`src/spp_params.svh`:
```
// Register offsets, field positions and reset values of the serial port pin control
// Function
// - Latch writes drive output pins; latch reads return live pin levels.
// - Every SPI pin works as general-purpose I/O.
// - Transmit pin is port output, receive pin port input, while channel disabled.
// - Assignment bits hand chip-selects, MOSI, MISO to the SPI engine when set while SPI enabled.
// - Serial clock pin ignores assignment; reverts to port I/O when SPI disabled.
// - Pins assigned to port I/O follow only direction and data registers.
// - Assignment byte never touches the asynchronous channels or their pins.
// - Direction bits set SPI pins output when set, input when clear, always.
// - Reset leaves all SPI pins as general-purpose inputs.
// - Direction byte ignores async pins: transmit always out, receive always in.
// - Assignment byte bits 15:8 and direction byte share one 16-bit register.
`ifndef SPP_PARAMS_SVH
`define SPP_PARAMS_SVH

`define SPP_ADDR_DATA 4'h0
`define SPP_ADDR_CTRL 4'h4

`define SPP_BIT_MISO 0
`define SPP_BIT_MOSI 1
`define SPP_BIT_SCK 2
`define SPP_BIT_PCS0 3
`define SPP_BIT_PCS3 6
`define SPP_BIT_TXD1 8
`define SPP_BIT_RXD1 9
`define SPP_BIT_TXD2 10
`define SPP_BIT_RXD2 11

`define SPP_ASN_PCS3 1
`define SPP_ASN_PCS0 4
`define SPP_ASN_MOSI 6
`define SPP_ASN_MISO 7

`define SPP_DATA_MASK 16'h0f7f
`define SPP_DATA_RESET 16'h0500
`define SPP_DIR_MASK 8'h7f
`define SPP_ASN_MASK 8'hde
`define SPP_CTRL_RESET 16'h0000

`endif

```
`src/spp_pkg.sv`:
```
// Types shared by the serial port pin control
package spp_pkg;
  typedef logic [6:0] spp_qpin_type;
  typedef logic [1:0] spp_async_type;
  typedef logic [15:0] spp_word_type;
endpackage

```
`src/spp_sync.sv`:
```
// Two-flop synchroniser for pin inputs
`timescale 1ns/1ps
module spp_sync #(
  parameter int WIDTH = 1
) (
  input wire logic clk_i,
  input wire logic rst_i,
  input wire logic [WIDTH-1:0] async_i,
  output logic [WIDTH-1:0] sync_o
);
  logic [WIDTH-1:0] stage1;
  logic [WIDTH-1:0] stage2;
  logic [WIDTH-1:0] next_stage1;
  logic [WIDTH-1:0] next_stage2;

  if (WIDTH < 1) begin : g_check
    $error("spp_sync needs WIDTH of at least one");
  end

  always_comb begin
    next_stage1 = async_i;
    next_stage2 = stage1;
  end

  always_ff @(posedge clk_i) begin
    if (rst_i) begin
      stage1 <= '0;
      stage2 <= '0;
    end else begin
      stage1 <= next_stage1;
      stage2 <= next_stage2;
    end
  end

  assign sync_o = stage2;
endmodule

```
`src/spp_pin_control.sv`:
```
// Pin control of the serial module port with a classic Wishbone register slave
//
// Local design decisions: the Wishbone interface to the registers and the register addresses.
`timescale 1ns/1ps
`include "spp_params.svh"
module spp_pin_control
  import spp_pkg::*;
(
  input wire logic clk_i,
  input wire logic rst_i,
  // Wishbone slave
  input wire logic wb_cyc_i,
  input wire logic wb_stb_i,
  input wire logic wb_we_i,
  input wire logic [3:0] wb_adr_i,
  input wire logic [3:0] wb_sel_i,
  input wire logic [31:0] wb_dat_i,
  output logic [31:0] wb_dat_o,
  output logic wb_ack_o,
  // SPI engine side, same clock
  input wire logic qspi_enable_i,
  input wire logic [6:0] qspi_pin_out_i,
  output logic [6:0] qspi_pin_in_o,
  // Async serial channels side, same clock
  input wire logic [1:0] async_tx_enable_i,
  input wire logic [1:0] async_rx_enable_i,
  input wire logic [1:0] async_tx_data_i,
  output logic [1:0] async_rx_data_o,
  // Port pins
  input wire logic [6:0] qpin_i,
  output logic [6:0] qpin_o,
  output logic [6:0] qpin_oe_n_o,
  output logic [1:0] async_transmit_pin_o,
  input wire logic [1:0] async_receive_pin_i
);

  // Pin counts are fixed by the port list; these checks keep the shared macros in step
  localparam int QPIN_COUNT = 7;
  localparam int ASYNC_COUNT = 2;
  localparam int WORD_BITS = 16;
  localparam int PCS_COUNT = 4;

  if ($bits(spp_qpin_type) != QPIN_COUNT) begin : g_qpin_check
    $error("spp_pin_control needs a seven-bit SPI pin type");
  end
  if ($bits(spp_async_type) != ASYNC_COUNT) begin : g_async_check
    $error("spp_pin_control needs a two-bit channel type");
  end
  if ($bits(spp_word_type) != WORD_BITS) begin : g_word_check
    $error("spp_pin_control needs a sixteen-bit register word");
  end
  if (`SPP_BIT_PCS3 - `SPP_BIT_PCS0 + 1 != PCS_COUNT) begin : g_pcs_check
    $error("chip-select data bits must be four in a row");
  end
  if (`SPP_ASN_PCS0 - `SPP_ASN_PCS3 + 1 != PCS_COUNT) begin : g_asn_check
    $error("chip-select assignment bits must be four in a row");
  end
  if (`SPP_BIT_PCS3 >= QPIN_COUNT || `SPP_BIT_SCK >= QPIN_COUNT) begin : g_pin_check
    $error("SPI pin bits lie outside the port pins");
  end
  // Channel bits share the data word with the SPI pins and must not overlap them
  if (`SPP_BIT_TXD1 < QPIN_COUNT || `SPP_BIT_RXD2 >= WORD_BITS) begin : g_chan_check
    $error("channel bits must sit above the SPI pins in the data word");
  end
  if ((`SPP_DATA_MASK & 16'h007f) != 16'h007f) begin : g_latch_check
    $error("every SPI pin needs a latch bit");
  end
  if ((`SPP_DATA_RESET & ~`SPP_DATA_MASK) != 16'h0000) begin : g_reset_check
    $error("data latch reset sets bits that never store");
  end
  // Transmit pins idle high out of reset while their channels are off
  if (((`SPP_DATA_RESET >> `SPP_BIT_TXD1) & 16'h0001) != 16'h0001 ||
      ((`SPP_DATA_RESET >> `SPP_BIT_TXD2) & 16'h0001) != 16'h0001) begin : g_txd_check
    $error("data latch reset must set both transmit bits");
  end
  if ((`SPP_DATA_MASK & 16'hf080) != 16'h0000) begin : g_mask_check
    $error("data latch must keep bit 7 and bits 15 to 12 clear");
  end
  if ((`SPP_ASN_MASK & 8'h21) != 8'h00 ||
      (`SPP_DIR_MASK & 8'h80) != 8'h00) begin : g_ctrl_check
    $error("reserved control bits must stay clear");
  end
  if (`SPP_CTRL_RESET != 16'h0000) begin : g_ctrl_reset_check
    $error("reset must leave every SPI pin a port input");
  end
  if (`SPP_ADDR_DATA == `SPP_ADDR_CTRL) begin : g_addr_check
    $error("data and control registers need distinct offsets");
  end

  // Byte-lane merge of a 16-bit register
  function automatic spp_word_type lane_merge(input spp_word_type old_val,
                                              input spp_word_type new_val,
                                              input logic [1:0] sel,
                                              input spp_word_type mask);
    spp_word_type res;
    res = old_val;
    if (sel[0]) begin
      res[7:0] = new_val[7:0];
    end
    if (sel[1]) begin
      res[15:8] = new_val[15:8];
    end
    return res & mask;
  endfunction

  // Assignment bit that hands pin k (data bit order) to the engine
  function automatic logic pin_assigned(input logic [7:0] asn, input int k);
    logic res;
    res = 1'b0;
    if (k == `SPP_BIT_MISO) begin
      res = asn[`SPP_ASN_MISO];
    end else if (k == `SPP_BIT_MOSI) begin
      res = asn[`SPP_ASN_MOSI];
    end else if (k >= `SPP_BIT_PCS0 && k <= `SPP_BIT_PCS3) begin
      // Chip-select order is reversed between data and assignment bytes
      res = asn[`SPP_ASN_PCS0 - (k - `SPP_BIT_PCS0)];
    end
    return res;
  endfunction

  // Engine claim on SPI pin k; the serial clock ignores the assignment byte
  function automatic logic engine_has_pin(input logic enable, input logic [7:0] asn,
                                          input int k);
    logic res;
    if (k == `SPP_BIT_SCK) begin
      res = enable;
    end else begin
      res = enable & pin_assigned(asn, k);
    end
    return res;
  endfunction

  // Register decode shared by the write path and the read path
  function automatic logic reg_hit(input logic [3:0] adr, input logic [3:0] offset);
    return adr == offset;
  endfunction

  spp_word_type data_latch;
  spp_word_type ctrl_reg;
  spp_word_type next_data_latch;
  spp_word_type next_ctrl_reg;
  logic [31:0] next_dat;
  logic next_ack;
  logic [31:0] dat_q;
  logic ack_q;

  spp_qpin_type qpin_sync;
  spp_async_type rxd_sync;
  spp_qpin_type qpin_out_val;
  spp_qpin_type engine_owns;
  logic [7:0] direction;
  logic [7:0] assignment;
  spp_async_type txd_val;
  spp_word_type pin_levels;
  // Latch views and register decode
  spp_qpin_type latch_qpins;
  spp_async_type latch_txd;
  logic hit_data;
  logic hit_ctrl;

  logic req;
  logic wr;

  spp_sync #(
    .WIDTH(7)
  ) u_sync_qpin (
    .clk_i(clk_i),
    .rst_i(rst_i),
    .async_i(qpin_i),
    .sync_o(qpin_sync)
  );

  spp_sync #(
    .WIDTH(2)
  ) u_sync_rxd (
    .clk_i(clk_i),
    .rst_i(rst_i),
    .async_i(async_receive_pin_i),
    .sync_o(rxd_sync)
  );

  assign assignment = ctrl_reg[15:8];
  assign direction = ctrl_reg[7:0];

  // Latch fields that drive pins while the port owns them
  assign latch_qpins = data_latch[6:0];
  assign latch_txd[0] = data_latch[`SPP_BIT_TXD1];
  assign latch_txd[1] = data_latch[`SPP_BIT_TXD2];

  // Pin ownership and drive for the seven SPI pins
  always_comb begin
    for (int k = 0; k < QPIN_COUNT; k++) begin
      engine_owns[k] = engine_has_pin(qspi_enable_i, assignment, k);
      // Port-owned pins take the latch only, engine output ignored
      qpin_out_val[k] = engine_owns[k] ? qspi_pin_out_i[k] : latch_qpins[k];
    end
  end

  assign qpin_o = qpin_out_val;
  // Direction governs both engine and port use
  assign qpin_oe_n_o = ~direction[6:0];
  // Engine sees every pin, owned or not, and ignores those it does not own
  assign qspi_pin_in_o = qpin_sync;

  // Async pins: direction and assignment bytes play no part here
  always_comb begin
    txd_val[0] = async_tx_enable_i[0] ? async_tx_data_i[0] : latch_txd[0];
    txd_val[1] = async_tx_enable_i[1] ? async_tx_data_i[1] : latch_txd[1];
  end

  assign async_transmit_pin_o = txd_val;
  // Receiver sees the pin only while enabled and zero otherwise; the pin stays readable as a port input
  assign async_rx_data_o = rxd_sync & async_rx_enable_i;

  // A pin change reaches a read three clocks later: two sync flops, one read flop
  // Live pin image for reads
  always_comb begin
    pin_levels = 16'h0000;
    pin_levels[6:0] = qpin_sync;
    pin_levels[`SPP_BIT_TXD1] = txd_val[0];
    pin_levels[`SPP_BIT_RXD1] = rxd_sync[0];
    pin_levels[`SPP_BIT_TXD2] = txd_val[1];
    pin_levels[`SPP_BIT_RXD2] = rxd_sync[1];
    pin_levels = pin_levels & `SPP_DATA_MASK;
  end

  assign req = wb_cyc_i & wb_stb_i & ~ack_q;
  assign wr = req & wb_we_i;
  // Decode is exact on the four address bits; other offsets answer with zero
  assign hit_data = reg_hit(wb_adr_i, `SPP_ADDR_DATA);
  assign hit_ctrl = reg_hit(wb_adr_i, `SPP_ADDR_CTRL);

  // Data latch next state; a write stores at the edge that takes the request
  always_comb begin
    next_data_latch = data_latch;
    if (wr && hit_data) begin
      next_data_latch = lane_merge(data_latch, wb_dat_i[15:0], wb_sel_i[1:0],
                                   `SPP_DATA_MASK);
    end
  end

  always_ff @(posedge clk_i) begin
    if (rst_i) begin
      data_latch <= `SPP_DATA_RESET;
    end else begin
      data_latch <= next_data_latch;
    end
  end

  // Control word next state
  always_comb begin
    next_ctrl_reg = ctrl_reg;
    if (wr && hit_ctrl) begin
      // Reserved assignment bits 0 and 5 and direction bit 7 stay zero
      next_ctrl_reg = lane_merge(ctrl_reg, wb_dat_i[15:0], wb_sel_i[1:0],
                                 {`SPP_ASN_MASK, `SPP_DIR_MASK});
    end
  end

  always_ff @(posedge clk_i) begin
    if (rst_i) begin
      ctrl_reg <= `SPP_CTRL_RESET;
    end else begin
      ctrl_reg <= next_ctrl_reg;
    end
  end

  // Bus answer: one wait state for every access, mapped or not
  // Ack drops the cycle after it, so a held strobe is taken again every second clock
  always_comb begin
    next_ack = req;
  end

  always_ff @(posedge clk_i) begin
    if (rst_i) begin
      ack_q <= 1'b0;
    end else begin
      ack_q <= next_ack;
    end
  end

  // Read data stands with ack only; unmapped reads and writes return zero
  always_comb begin
    next_dat = 32'h0000_0000;
    if (req && !wb_we_i) begin
      if (hit_data) begin
        next_dat = {16'h0000, pin_levels};
      end else if (hit_ctrl) begin
        next_dat = {16'h0000, ctrl_reg};
      end
    end
  end

  always_ff @(posedge clk_i) begin
    if (rst_i) begin
      dat_q <= 32'h0000_0000;
    end else begin
      dat_q <= next_dat;
    end
  end

  assign wb_ack_o = ack_q;
  assign wb_dat_o = dat_q;
endmodule

```
`config.mk`:
```
export PLATFORM = sky130hd
export DESIGN_NAME = spp_pin_control
export DESIGN_NICKNAME = d
export VERILOG_FILES = /design/src/spp_pkg.sv /design/src/spp_sync.sv /design/src/spp_pin_control.sv
export VERILOG_INCLUDE_DIRS = /design/src
export SDC_FILE = /design/constraint.sdc
export NUM_CORES = 1
export LEC_CHECK = 0
export ABC_AREA = 1
export BUFFER_PORTS_ARGS = -buffer_cell sky130_fd_sc_hd__buf_2
export CAP_MARGIN = 0
export CORE_MARGIN = 1.5
export CORE_UTILIZATION = 45
export DETAILED_ROUTE_END_ITERATION = 8
export GPL_TIMING_DRIVEN = 0
export PLACE_DENSITY = 0.77
export SETUP_SLACK_MARGIN = 0.15
export SLEW_MARGIN = 20
export SYNTH_ARGS = -nofsm -noshare
export SYNTH_HDL_FRONTEND = slang
export SYNTH_HIERARCHICAL = 1
export SYNTH_SLANG_ARGS = --single-unit
```
`constraint.sdc`:
```
create_clock -name clk_i -period 2.5 [get_ports clk_i]
set_clock_uncertainty 0.2 [all_clocks]
set_input_delay 0.125 -clock clk_i [delete_from_list [all_inputs] [get_ports clk_i]]
set_output_delay 0.125 -clock clk_i [all_outputs]
set_load 0.02 [all_outputs]
```
After elaboration in Yosys (flattened, before gate mapping):

Index checks and enable logic that the tools add are counted.

* register bits after elaboration: 72
* output and inout port bits: 58

* mux-type cells: 11
* reductions and logical operators: 12
* bitwise operators: 14
* equal/unequal tests: 1

Operators with widths (number)
* 12-bit 2-to-1 mux: 2
* 1-bit AND: 9
* 1-bit 2-to-1 mux: 9
* 2-bit AND reduction: 4
* 7-bit NOT: 1
* 4-bit by 3-bit == test with 1-bit output (second input constant): 1
* 4-bit logical NOT: 1
* 4-bit OR reduction: 1
* 1-bit logical AND: 3
* 1-bit NOT: 3
* 3-bit OR reduction: 1
* 2-bit AND: 1
* 2-bit OR reduction: 1
* 1-bit logical NOT: 1

Depth between registers and ports, before layout:

* depth after elaboration: 5
* mapped depth: 8
* gate-level depth less buffers: 7

Cells and area by module:

The synthesis kept the hierarchy.

By module, submodules not included
* spp_pin_control: sequential area each 740.7 um2, area each 1813.0 um2, cells an instance 254, times used 1
* spp_sync (u_sync_qpin): sequential area each 280.3 um2, area each 396.6 um2, cells an instance 43, times used 1
* spp_sync (u_sync_rxd): sequential area each 80.1 um2, area each 110.1 um2, cells an instance 12, times used 1

Worst setup path after synthesis:

No wires, ideal clock.

* path kind: reg2reg
* start point: register ack_q, in the netlist wb_ack_o
* end point: register dat_q[0], in the netlist wb_dat_o[0]
* arrival: 1.130 ns
* cell stages (with the launch flop): 8
* buffers on the path: 0
* clock period less this slack: 1.389 ns
* slack: 1.111 ns
* cells stage by stage: dfxtp_1 inv_1 nand3_1 nor2_1 nand2_1 nor2_1 nand2_1 nand2_1

* word-level cells in the longest chain between the ends: 5

RTL lines
* from (decl): line spp_pin_control.sv:145 `logic ack_q;`
* from (signal assigned): line spp_pin_control.sv:278 `ack_q <= next_ack;`
* 1-bit NOT: line spp_pin_control.sv:227 `assign req = wb_cyc_i & wb_stb_i & ~ack_q;`
* 1-bit AND: line spp_pin_control.sv:227
* 1-bit logical AND: line spp_pin_control.sv:285 `if (req && !wb_we_i) begin`
* 1-bit NOT (no source line)
* 2-bit OR reduction (no source line)
* to (signal assigned): line spp_pin_control.sv:298 `dat_q <= next_dat;`
* to (decl): line spp_pin_control.sv:144 `logic [31:0] dat_q;`

Every way passes these cells.
A chain may end at the register's enable or synchronous reset.

Worst setup path after layout:

* start point: input port wb_cyc_i
* end point: register ctrl_reg[9]

* word-level cells in the longest chain between the ends: 5

RTL lines
* from (decl): line spp_pin_control.sv:12 `input wire logic wb_cyc_i,`
* 1-bit AND (2 in a row): line spp_pin_control.sv:227
* 1-bit AND: line spp_pin_control.sv:228 `assign wr = req & wb_we_i;`
* 1-bit logical AND: line spp_pin_control.sv:253 `if (wr && hit_ctrl) begin`
* 2-bit AND reduction (no source line)
* to (signal assigned): line spp_pin_control.sv:262 `` ctrl_reg <= `SPP_CTRL_RESET; ``
* to (signal assigned): line spp_pin_control.sv:264 `ctrl_reg <= next_ctrl_reg;`
* to (decl): line spp_pin_control.sv:139 `spp_word_type ctrl_reg;`

Every way passes these cells.

==> results.cfg <==
[run_status]
status = finished clean

[yosys]
yosys_warnings = 6
syn_avg_cell_area_um2 = 7.51
synthTopCellsByArea = dfxtp_1, inv_1, nor2_1
synth-seq-area-share_pct = 47.5
synth.area.mux_share_pct = 0.971
synth_top_area_share_pct = 47.5
synth-edff-count = 0
ys.flop_type = dfxtp_1
synth_top_family_by_area = simple AND/OR/NAND/NOR gates
yosysTopAreaCell = dfxtp_1
ys_ff_latch = 55
netlist_area_mm2 = 0.00232
synth.cells.most_frequent = inv_1, dfxtp_1, nor2_1
synth_xor_area_share_pct = 0
synth-compound-area-share_pct = 8.52
synthDistinctLibCells = 20
async_flop_share_pct = 0
synth_most_common_cell = inv_1
syn_inst = 309
synth_simple_gate_area_share_pct = 24.4
synthAdderAreaFrac_pct = 0

[critical_path]
path_class = in -> reg
r2r_slack_ns = 0.54
reg2reg_to = ctrl_reg[9]$_SDFFE_PP0P_
reg2reg_depth = 8
cp-start-kind = primary input
r2r-start = wb_ack_o$_SDFF_PP0_
worstSetupEndpointType = flip-flop
critPathMaxFanout = 10
crit_arrival_ns = 2.04
worstPathRequired_ns = 2.51

[drt]
vias = 2395
firstDrtPassIters = 4
ant_nets = 0
dr.first_iter.drc_count = 135
routed_wl_um = 5890
wire_per_inst_um = 11.3
drcViolationCount = 0
drt-vias-per-instance = 4.59

[floorplanning]
die_w_um = 74.8
rows = 25
start_util_pct = 47.8
core_area_mm2 = 0.00485
dieArea_mm2 = 0.00559
ios = 126
die_h_um = 74.8

[final_layout]
final_area_mm2 = 0.00335
final_util_pct = 69.0
fin_cells = 522
final_layout_size_suffix_gt1_share_pct = 27.5
fin_nets = 523
syn_to_final_growth_pct = 44.2
largest_reg_flops = 14
diodes = 0

[clock_network]
clk_latency_ns = 0.31
cts_root_buf = clkbuf_8
cts_setup_buffers = 0
clk_pin_slew_ns = 0.09
cts_buffer_depth = 2
numCtsBuffers = 5
htreeDepth = 2
cts_resized = 0
clock-sinks = 55
holdBufCountCts = 36
cts_tree = done

[power_and_ir_drop]
total_power_mw = 1.62
p_leak_nw = 1.73
p_per_area_mw_per_mm2 = 483
vdd_drop_max_v = 0.000376

[place]
pre_cts_ws_ns = 0.965
dpl.hpwl_um = 3930
gp_congestion = 0.816
dpl-instance-area_mm2 = 0.00290
dpl.cell_count = 479
portBuffers = 86

[min_path]
worstHoldEndpoint = wb_ack_o$_SDFF_PP0_
min_from = wb_stb_i
min_path_cells = 3
hp-class = in -> reg

[grt]
grt_pass1_vias = 2086
antenna_found_initial = 0
grt-ovfl-total = 0
grt_use_total_pct = 21.5
grt_first_pass_wirelength_um = 9030
grt_max_degree = 16

[sta]
setup-violations-final = 0
hold_violations = 0
slew_viol_final = 0
holdWs_ns = 0.0183
period_needed_ns = 2.04
fin_crit_sh_pct = 81.4
setup_ws_ns = 0.464
setup_tns_ns = 0
rsz0062_at_grt = no
max_freq_mhz = 491

[flow_run]
drv_cap = 0
==> worst max-delay path, cell delays in order <==
cell,delay (ns)
dlygate4sd3_1,0.52
buf_2,0.13
nand4_4,0.14
nor2_4,0.22
buf_6,0.18
nand3_1,0.07
dlygate4sd3_1,0.56
nand2_1,0.06
nor2_1,0.04
==> placed cells by master, fill, tap and decap left out, drive strengths merged <==
cell type,synthesis,final
nor2,50,50
clkbuf,3,9
buf,26,112
clkinv,0,1
inv,56,56
nand4,1,1
o21ai,6,6
nand2,45,45
a31oi,6,6
a21oi,26,26
dlygate4sd3,0,36
nor3,2,2
mux2,2,2
nand3,30,30
dfxtp,55,55
conb,1,18
==> power breakdown <==
| group | leakage, nW | internal, mW | switching (mW) |
|---|---|---|---|
| sequential | 0.447 | 0.891 | 0.00618 |
| clock | 0.0470 | 0.218 | 0.273 |
| combinational | 1.24 | 0.109 | 0.120 |
| total | 1.73 | 1.22 | 0.399 |
==> cells by family (layout without fill, tap and decap cells) <==
group,after synthesis,count (layout)
and+or+nand+nor,128,128
buffers and inverters,85,214
DFF,55,55
AOI/OAI and AO/OA,38,38
muxes,2,2
other,1,18
==> metal layers <==
| metal | vias to the layer above | track usage, % | share of wire [%] |
|---|---|---|---|
| met4 | 0 | 7.88 | 1.8 |
| met1 | 1067 | 24.3 | 40 |
| met5 | - | 0 | 0 |
| li1 | 1206 | - | - |
| met2 | 109 | 38.5 | 51 |
| met3 | 13 | 6.02 | 6.8 |
==> layout make-up <==
type,instances,area [um2]
flip-flops and latches,55,1100
repair buffers,122,791
clock buffers,6,82.6
inverters,56,210
fillers,426,1500
clock inverters,1,5.00
plain buffers,29,218
multi-input cells,186,855
well taps,67,83.8
==> how the worst max path moves through the flow <==
stage | startpoint | end | slack [ns] | cells after the start
2_1_floorplan | wb_ack_o$_SDFF_PP0_ | wb_dat_o[0]$_SDFF_PP0_ | 1.11 | 7
3_3_place_gp | wb_ack_o$_SDFF_PP0_ | wb_dat_o[3]$_SDFF_PP0_ | 0.98 | 5
3_5_place_dp | wb_ack_o$_SDFF_PP0_ | wb_dat_o[5]$_SDFF_PP0_ | 0.96 | 5
4_1_cts | wb_cyc_i | ctrl_reg[9]$_SDFFE_PP0P_ | 0.48 | 9
5_1_grt | wb_cyc_i | ctrl_reg[9]$_SDFFE_PP0P_ | 0.35 | 9
6_report | wb_cyc_i | ctrl_reg[9]$_SDFFE_PP0P_ | 0.46 | 9
(Power assumes the default switching activity.)
